**src/hdl/acs_pkg.sv**
```systemverilog
// shared constants and types for the conversion sequencer
package acs_pkg;
	// register byte offsets
	localparam logic [7:0] OFS_CTRL = 8'h00;
	localparam logic [7:0] OFS_TIMING = 8'h04;
	localparam logic [7:0] OFS_RES_HI = 8'h08;
	localparam logic [7:0] OFS_RES_LO = 8'h0C;
	localparam logic [7:0] OFS_STATUS = 8'h10;
	localparam logic [7:0] OFS_AMASK = 8'h14;
	localparam logic [7:0] OFS_PORT = 8'h18;
	// field positions
	localparam int CTRL_ON = 0;
	localparam int CTRL_GO = 1;
	localparam int CTRL_CH_LO = 2;
	localparam int TIM_ALIGN = 7;
	localparam int TIM_ACQ_LO = 3;
	localparam int STAT_DONE = 0;
	localparam int STAT_HOLD = 1;
	// timing: clock rate and instruction cycle
	localparam int PCLK_HZ = 40_000_000;
	localparam int TCY_OSC = 4;
	localparam logic [4:0] TCY_CLKS = 5'(TCY_OSC);
	localparam logic [4:0] CONV_TAD = 5'h0B;
	localparam logic [4:0] WAIT_TAD = 5'h02;
	localparam int RES_W = 10;
	localparam int PIN_W = 16;
	localparam logic [2:0] CKS_RC_MASK = 3'h3;
	// acquisition field to bit periods
	localparam logic [4:0] ACQ_TAD [8] = '{5'h00, 5'h02, 5'h04, 5'h06,
		5'h08, 5'h0C, 5'h10, 5'h14};

	typedef enum logic [2:0] {
		ACS_IDLE,
		ACS_DLY,
		ACS_ACQ,
		ACS_CONV,
		ACS_WAIT
	} acs_state_t;

	// oscillator periods per bit period, minus one
	function automatic logic [5:0] acs_div_last(input logic [2:0] cks);
		logic [5:0] r;
		r = 6'h01;
		case (cks)
			3'h0: r = 6'h01;
			3'h4: r = 6'h03;
			3'h1: r = 6'h07;
			3'h5: r = 6'h0F;
			3'h2: r = 6'h1F;
			3'h6: r = 6'h3F;
			default: r = 6'h01;
		endcase
		return r;
	endfunction : acs_div_last
endpackage : acs_pkg

```
**src/hdl/acs_top.sv**
```systemverilog
// conversion sequencer for a 10-bit successive-approximation converter
`timescale 1ns/1ps
module acs_top
	import acs_pkg::*;
(
	// clock and reset
	input wire logic pclk,
	input wire logic presetn,
	// apb slave
	input wire logic psel,
	input wire logic penable,
	input wire logic pwrite,
	input wire logic [7:0] paddr,
	input wire logic [31:0] pwdata,
	input wire logic [3:0] pstrb,
	output logic [31:0] prdata,
	output logic pready,
	output logic pslverr,
	// analog side
	input wire logic comparator_in,
	input wire logic rc_clock_in,
	input wire logic [PIN_W-1:0] port_pins,
	output logic hold_connect,
	output logic [RES_W-1:0] trial_code,
	output logic conversion_done_flag
);

	typedef struct packed {
		acs_state_t state;
		logic converter_on;
		logic go;
		logic [3:0] channel_select;
		logic result_align_select;
		logic [2:0] acquisition_time_select;
		logic [2:0] conversion_clock_select;
		logic [7:0] result_high_byte;
		logic [7:0] result_low_byte;
		logic done;
		logic [PIN_W-1:0] analog_mask;
		logic [4:0] cnt;
		logic [5:0] div;
		logic [RES_W-1:0] sar;
		logic [RES_W-1:0] bitmask;
		logic hold;
		logic rdy;
		logic err;
		logic [31:0] rdata;
		logic cmp_s1;
		logic rc_s1;
		logic rc_s2;
		logic rc_s3;
		logic [PIN_W-1:0] pin_s1;
		logic [PIN_W-1:0] pin_s2;
	} acs_st_t;

	acs_st_t st_ff;
	acs_st_t nxt_st;

	logic access;
	logic wr;
	logic rc_sel;
	logic tick;
	logic start_go;
	logic abort_go;
	logic [4:0] acq_len;
	logic [RES_W-1:0] res;
	logic [RES_W-1:0] decided;

	assign prdata = st_ff.rdata;
	assign pready = st_ff.rdy;
	assign pslverr = st_ff.err;
	assign hold_connect = st_ff.hold;
	assign trial_code = st_ff.sar;
	assign conversion_done_flag = st_ff.done;

	always_comb begin
		nxt_st = st_ff;
		// one wait state keeps every bus output registered
		access = psel && penable && st_ff.rdy;
		wr = access && pwrite && !st_ff.err;
		rc_sel = (st_ff.conversion_clock_select & CKS_RC_MASK) == CKS_RC_MASK;
		tick = rc_sel ? (st_ff.rc_s2 && !st_ff.rc_s3) :
			(st_ff.div == acs_div_last(st_ff.conversion_clock_select));
		acq_len = ACQ_TAD[st_ff.acquisition_time_select];
		res = '0;
		decided = '0;
		start_go = 1'b0;
		abort_go = 1'b0;

		// synchronisers for pins from outside the clock domain
		// comparator answers our own registered trial code, so one flop
		// is enough; a second would miss the two-clock bit period
		nxt_st.cmp_s1 = comparator_in;
		nxt_st.rc_s1 = rc_clock_in;
		nxt_st.rc_s2 = st_ff.rc_s1;
		nxt_st.rc_s3 = st_ff.rc_s2;
		nxt_st.pin_s1 = port_pins;
		nxt_st.pin_s2 = st_ff.pin_s1;

		// bus answer: register read data in the same cycle as pready
		nxt_st.rdy = psel && penable && !st_ff.rdy;
		nxt_st.err = 1'b0;
		nxt_st.rdata = '0;
		if (psel && penable && !st_ff.rdy) begin
			unique case (paddr)
				OFS_CTRL: begin
					nxt_st.rdata[CTRL_ON] = st_ff.converter_on;
					nxt_st.rdata[CTRL_GO] = st_ff.go;
					nxt_st.rdata[CTRL_CH_LO+:4] = st_ff.channel_select;
				end
				OFS_TIMING: begin
					nxt_st.rdata[TIM_ALIGN] = st_ff.result_align_select;
					nxt_st.rdata[TIM_ACQ_LO+:3] = st_ff.acquisition_time_select;
					nxt_st.rdata[2:0] = st_ff.conversion_clock_select;
				end
				OFS_RES_HI: nxt_st.rdata[7:0] = st_ff.result_high_byte;
				OFS_RES_LO: nxt_st.rdata[7:0] = st_ff.result_low_byte;
				OFS_STATUS: begin
					nxt_st.rdata[STAT_DONE] = st_ff.done;
					nxt_st.rdata[STAT_HOLD] = st_ff.hold;
				end
				OFS_AMASK: nxt_st.rdata[PIN_W-1:0] = st_ff.analog_mask;
				OFS_PORT: nxt_st.rdata[PIN_W-1:0] =
					st_ff.pin_s2 & ~st_ff.analog_mask;
				default: nxt_st.err = 1'b1;
			endcase
		end

		// register writes
		if (wr && pstrb[0]) begin
			unique case (paddr)
				OFS_CTRL: begin
					nxt_st.converter_on = pwdata[CTRL_ON];
					nxt_st.channel_select = pwdata[CTRL_CH_LO+:4];
					// go with the power-on write is ignored
					start_go = pwdata[CTRL_GO] && pwdata[CTRL_ON] &&
						st_ff.converter_on && st_ff.state == ACS_IDLE;
					abort_go = !pwdata[CTRL_GO] && st_ff.go;
				end
				OFS_TIMING: begin
					nxt_st.result_align_select = pwdata[TIM_ALIGN];
					nxt_st.acquisition_time_select = pwdata[TIM_ACQ_LO+:3];
					nxt_st.conversion_clock_select = pwdata[2:0];
				end
				OFS_RES_HI: nxt_st.result_high_byte = pwdata[7:0];
				OFS_RES_LO: nxt_st.result_low_byte = pwdata[7:0];
				OFS_STATUS: begin
					if (pwdata[STAT_DONE]) begin
						nxt_st.done = 1'b0;
					end
				end
				OFS_AMASK: nxt_st.analog_mask[7:0] = pwdata[7:0];
				default: ;
			endcase
		end
		if (wr && pstrb[1] && paddr == OFS_AMASK) begin
			nxt_st.analog_mask[15:8] = pwdata[15:8];
		end

		// bit period divider runs only in timed states
		if (st_ff.state == ACS_IDLE || st_ff.state == ACS_DLY || tick) begin
			nxt_st.div = '0;
		end else begin
			nxt_st.div = st_ff.div + 6'h01;
		end

		// channel and direction never gate the sequence
		unique case (st_ff.state)
			ACS_IDLE: begin
				nxt_st.hold = 1'b1;
				if (start_go) begin
					nxt_st.go = 1'b1;
					if (st_ff.acquisition_time_select == 3'h0 || rc_sel) begin
						nxt_st.state = ACS_DLY;
						nxt_st.cnt = TCY_CLKS - 5'h01;
					end else begin
						nxt_st.state = ACS_ACQ;
						nxt_st.cnt = acq_len - 5'h01;
					end
				end
			end
			ACS_DLY: begin
				if (st_ff.cnt == '0) begin
					if (st_ff.acquisition_time_select == 3'h0) begin
						nxt_st.state = ACS_CONV;
						nxt_st.hold = 1'b0;
						nxt_st.cnt = '0;
						nxt_st.sar = '0;
					end else begin
						nxt_st.state = ACS_ACQ;
						nxt_st.cnt = acq_len - 5'h01;
					end
				end else begin
					nxt_st.cnt = st_ff.cnt - 5'h01;
				end
			end
			ACS_ACQ: begin
				if (tick) begin
					if (st_ff.cnt == '0) begin
						nxt_st.state = ACS_CONV;
						nxt_st.hold = 1'b0;
						nxt_st.sar = '0;
					end else begin
						nxt_st.cnt = st_ff.cnt - 5'h01;
					end
				end
			end
			ACS_CONV: begin
				if (tick) begin
					nxt_st.cnt = st_ff.cnt + 5'h01;
					if (st_ff.cnt == '0) begin
						nxt_st.bitmask = {1'b1, {(RES_W-1){1'b0}}};
						nxt_st.sar = {1'b1, {(RES_W-1){1'b0}}};
					end else begin
						// one decision per bit period, msb first
						decided = st_ff.cmp_s1 ? st_ff.sar :
							(st_ff.sar & ~st_ff.bitmask);
						nxt_st.bitmask = st_ff.bitmask >> 1;
						nxt_st.sar = decided | (st_ff.bitmask >> 1);
					end
					if (st_ff.cnt == CONV_TAD - 5'h01) begin
						res = decided;
						if (st_ff.result_align_select) begin
							nxt_st.result_high_byte = {6'h00, res[9:8]};
							nxt_st.result_low_byte = res[7:0];
						end else begin
							nxt_st.result_high_byte = res[9:2];
							nxt_st.result_low_byte = {res[1:0], 6'h00};
						end
						nxt_st.go = 1'b0;
						nxt_st.done = 1'b1;
						nxt_st.state = ACS_WAIT;
						nxt_st.cnt = '0;
					end
				end
			end
			ACS_WAIT: begin
				nxt_st.hold = 1'b0;
				if (tick) begin
					if (st_ff.cnt == WAIT_TAD - 5'h01) begin
						nxt_st.state = ACS_IDLE;
						nxt_st.hold = 1'b1;
					end else begin
						nxt_st.cnt = st_ff.cnt + 5'h01;
					end
				end
			end
		endcase

		// go only drops on completion, abort or power-off
		if (abort_go && st_ff.state != ACS_IDLE && st_ff.state != ACS_WAIT &&
			!(nxt_st.state == ACS_WAIT && st_ff.state == ACS_CONV)) begin
			nxt_st.go = 1'b0;
			nxt_st.state = ACS_WAIT;
			nxt_st.hold = 1'b0;
			nxt_st.cnt = '0;
		end
		// switched off: sequence stops at once
		if (!nxt_st.converter_on) begin
			nxt_st.go = 1'b0;
			nxt_st.state = ACS_IDLE;
			nxt_st.hold = 1'b1;
		end
	end

	// reset clears control and result alike, every field to zero
	always_ff @(posedge pclk or negedge presetn) begin
		if (!presetn) begin
			st_ff <= '0;
		end else begin
			st_ff <= nxt_st;
		end
	end

endmodule : acs_top

```
**config.mk**
```make
export PLATFORM = sky130hd
export DESIGN_NAME = acs_top
export DESIGN_NICKNAME = d
export VERILOG_FILES = /design/src/hdl/acs_pkg.sv /design/src/hdl/acs_top.sv
export SDC_FILE = /design/constraint.sdc
export NUM_CORES = 1
export LEC_CHECK = 0
export ABC_AREA = 0
export BUFFER_PORTS_ARGS = -buffer_cell sky130_fd_sc_hd__buf_2
export CAP_MARGIN = 10
export CORE_AREA = 3 3 128 105
export DETAILED_ROUTE_END_ITERATION = 12
export DIE_AREA = 0 0 131 108
export MAX_ROUTING_LAYER = met4
export PLACE_DENSITY_LB_ADDON = 0.12
export SLEW_MARGIN = 5
export SYNTH_ARGS = -nofsm -noshare
export SYNTH_HDL_FRONTEND = slang
export SYNTH_SLANG_ARGS = --single-unit
```
**constraint.sdc**
```tcl
create_clock -name pclk -period 3.2 [get_ports pclk]
set_input_delay 0.16 -clock pclk [delete_from_list [all_inputs] [get_ports pclk]]
set_output_delay 0.16 -clock pclk [all_outputs]
set_load 0.005 [all_outputs]
```
==> impl_metrics.py <==
metrics = {
    "worst_hold_path": {
        "hold_path_class": "input port to flop",
        "holdPathEnd": "st_ff[143]",
        "hold_depth": 3,
        "min_from": "pwdata[3]",
    },
    "pwr": {
        "power_w": 0.00400,
        "p_leak_nw": 3.62,
        "ir_worst_vdd_mv": 0.438,
        "p_switching_w": 0.000936,
        "pwr-share-seq_pct": 43.5,
        "power.internal_w": 0.00307,
        "combPwrFrac_pct": 3.8,
        "clock_power_share_pct": 52.7,
        "switching_share_pct": 23.4,
        "power.density_nw_per_um2": 491,
    },
    "placement": {
        "portBuffers": 78,
        "dp.cells": 856,
        "place.gp.congestion": 0.870,
        "dp_hpwl_mm": 11.5,
    },
    "floorplan": {
        "die-height_um": 108,
        "start_util_pct": 56.8,
        "die_w_um": 131,
        "dieArea_um2": 14100,
        "ios": 113,
        "core_area_um2": 12200,
        "num_rows": 36,
    },
    "synth": {
        "synth_edf_count": 0,
        "synthAdderAreaFrac_pct": 2.17,
        "synth.area.mux_share_pct": 9.46,
        "synth_xor_xnor_area_share_pct": 1.14,
        "yosys_warnings": 0,
        "synth_compound_area_share_pct": 15.3,
        "synth_top_family_by_area": "simple AND/OR/NAND/NOR gates",
        "avgSynthCellArea_um2": 10.6,
        "synth_cells": 653,
        "ys_types": 89,
        "synth_largest_area_cell": "dfrtp_1",
        "synthDominantCellAreaShare_pct": 48.7,
        "ys_seq_area_share_pct": 48.7,
        "ys_seq_elements": 135,
        "yosys_most_used_dff": "dfrtp_1",
        "synth-simple-area-share_pct": 15.4,
        "syn-cell-area_um2": 6930,
        "synth.area.top_cells": "dfrtp_1, buf_4, mux2_2",
        "postSynth.asyncResetShare_pct": 100,
    },
    "run_status": {
        "status": "finished clean",
    },
    "finish": {
        "most-common-layout-cells": "dfrtp_1, buf_2, nand2_1, a21oi_1, nor2_1",
        "final_layout_size_suffix_gt1_share_pct": 24.2,
        "n_antenna_cell": 0,
        "final_common_cell": "dfrtp_1",
        "nNetsFinal": 811,
        "fin_cells": 916,
        "area_growth_pct": 17.7,
    },
    "routing": {
        "wirelength_mm": 16.7,
        "routedWlPerCell_um": 18.2,
        "via_count": 5206,
        "drtIter0Drc": 287,
        "ant_nets": 0,
        "drc": 0,
        "first_pass_iters": 5,
        "vias_per_cell": 5.68,
    },
    "setup_path": {
        "cpMaxStageDelayCell": "dfrtp_1",
        "path_cells": "inv_1 -> ha_1 -> nor2b_1 -> a2111oi_4 -> o2111ai_1 -> a21boi_2 -> buf_4 -> mux2_2",
        "reg2reg_slack_ps": 470,
        "r2r_cells": 8,
        "path_class": "flop to flop",
        "critPathMaxStageDelay_ps": 440,
        "reg2reg_from": "st_ff[136]",
        "end_kind": "flop",
        "crit_required_ps": 3500,
        "start_kind": "flop",
        "critPathMaxFanout": 19,
        "critPathTopFamily": "compound AO/OA/AOI/OAI gates",
        "path_buf_inv": 2,
        "r2r-end": "st_ff[78]",
        "critPathArrivalTime_ps": 3020,
    },
    "clock_network": {
        "postCtsSetupBuffers": 0,
        "cts_tree": "done",
        "htreeDepth": 4,
        "clk_path_buf_depth": 2,
        "cts.sinks": 135,
        "clkSlewWorstSetupHoldPaths_ps": 60,
        "cts_inserted_buffers": 17,
        "cts_root_buffer": "clkbuf_16",
        "clkLatencyLatePin_ps": 420,
    },
    "sta": {
        "max_freq_mhz": 367,
        "slew_viol_final": 0,
        "rsz0062_at_grt": "no",
        "final.setup.tns_ps": 0,
        "hold_viol": 0,
        "finalClockSkew_ps": 9.08,
        "setup_viol": 0,
        "worst-slew-pin-transition_ps": 933,
        "slew_headroom_pct": 37.2,
        "period_minus_slack_ps": 2730,
        "min_period_over_period_pct": 85.2,
    },
    "run": {
        "cap_violations": 0,
    },
    "global_routing": {
        "track_usage_pct": 25.6,
        "antenna_found_initial": 0,
        "grt_pass1_wl_mm": 27.1,
        "grt_max_degree": 80,
        "grt_pass1_vias": 5170,
        "overflow": 0,
    },
}
through the flow:
stage               setup WS (ps)  util, %  area (um^2)  hold slack, ps
finish                        474     66.8         8160            32.8
global route                  291     66.8         8160            16.2
CTS                           470     66.8         8160            15.4
detailed placement            482     59.2         7230             257
global placement              543     59.2         7230             251
floorplan                     919        -         6990            -136
cells in the mapped netlist (3+ instances only):
| cell | n |
|---|---|
| buf_6 | 3 |
| nor3_1 | 11 |
| nor3_2 | 3 |
| o2bb2ai_1 | 10 |
| nor2b_1 | 12 |
| and3_1 | 4 |
| xor2_1 | 5 |
| buf_4 | 46 |
| inv_1 | 17 |
| a31o_2 | 5 |
| mux2_1 | 16 |
| o21ai_0 | 21 |
| a32oi_1 | 4 |
| mux2_2 | 24 |
| buf_2 | 8 |
| a21oi_1 | 50 |
| nand2b_1 | 4 |
| clkbuf_1 | 12 |
| o31ai_1 | 4 |
| mux2i_1 | 16 |
| nand3_1 | 14 |
| or2_2 | 4 |
| dfrtp_1 | 135 |
| nand3b_1 | 12 |
| o211ai_1 | 3 |
| and2_1 | 4 |
| nand2_1 | 68 |
| xnor2_1 | 4 |
| a31oi_1 | 5 |
| a21boi_0 | 10 |
| nor2_1 | 38 |
| ha_1 | 12 |
worst max-delay path by stage:
stage                     from       endpoint  slack (ps)  depth (start not counted)
global placement    st_ff[136]      st_ff[74]         540                          7
CTS                 st_ff[136]      st_ff[78]         470                          8
global route        st_ff[136]  trial_code[7]         290                          9
finish              st_ff[136]      st_ff[78]         470                          8
floorplan           st_ff[135]      st_ff[74]         920                          8
detailed placement  st_ff[136]      st_ff[78]         480                          8
metal layers:
| layer | up-vias | share of wire [%] | GRT usage, % |
|---|---|---|---|
| met3 | 21 | 5.9 | 5.93 |
| met2 | 173 | 46 | 37.1 |
| met4 | 0 | 1.2 | 6.46 |
| li1 | 2448 | - | - |
| met1 | 2564 | 47 | 36.7 |
| met5 | - | 0 | - |
cell families after synthesis:
logic type                 count (synthesis)
buffers and inverters                     89
xor gates and xnor gates                   9
muxes                                     58
and+or+nand+nor                          200
other                                      1
AOI/OAI and AO/OA                        149
adders and majority gates                 12
DFF                                      135
power groups by stage:
stage / clock, W / combinational (W) / sequential (W)
2_1_floorplan: 0 / 0.0000532 / 0.00177
3_3_place_gp: 0 / 0.000124 / 0.00177
3_5_place_dp: 0 / 0.000127 / 0.00177
4_1_cts: 0.00215 / 0.000154 / 0.00174
5_1_grt: 0.00223 / 0.000171 / 0.00174
6_report: 0.00211 / 0.000153 / 0.00174
flip-flops by register name, indices dropped and copies added (netlist names):
signal and flops:
conversion_done_flag 1, hold_connect 1, nxt_st 18, prdata 16, pready 1, pslverr 1
st_ff 87, trial_code 10
what timing repair did:
item	in CTS	in global routing
endpoints found under the setup margin	0	0
hold buffers	28	0
gates resized for setup	0	0
hold endpoints to repair	105	0
final cells by class:
| cell class | instances | area, um^2 |
|---|---|---|
| Timing Repair Buffer | 116 | 777 |
| Sequential cell | 135 | 3380 |
| Fill cell | 940 | 4050 |
| Tap cell | 171 | 214 |
| Inverter | 18 | 67.6 |
| Clock buffer | 17 | 425 |
| Multi-Input combinational cell | 444 | 3070 |
| Clock inverter | 15 | 225 |
tightest hold or removal path, stage by stage:
cell	delay [ps]
buf_2	130
nand2_1	60
nand2_1	50
Note: power is estimated with default switching activity, not from simulation.
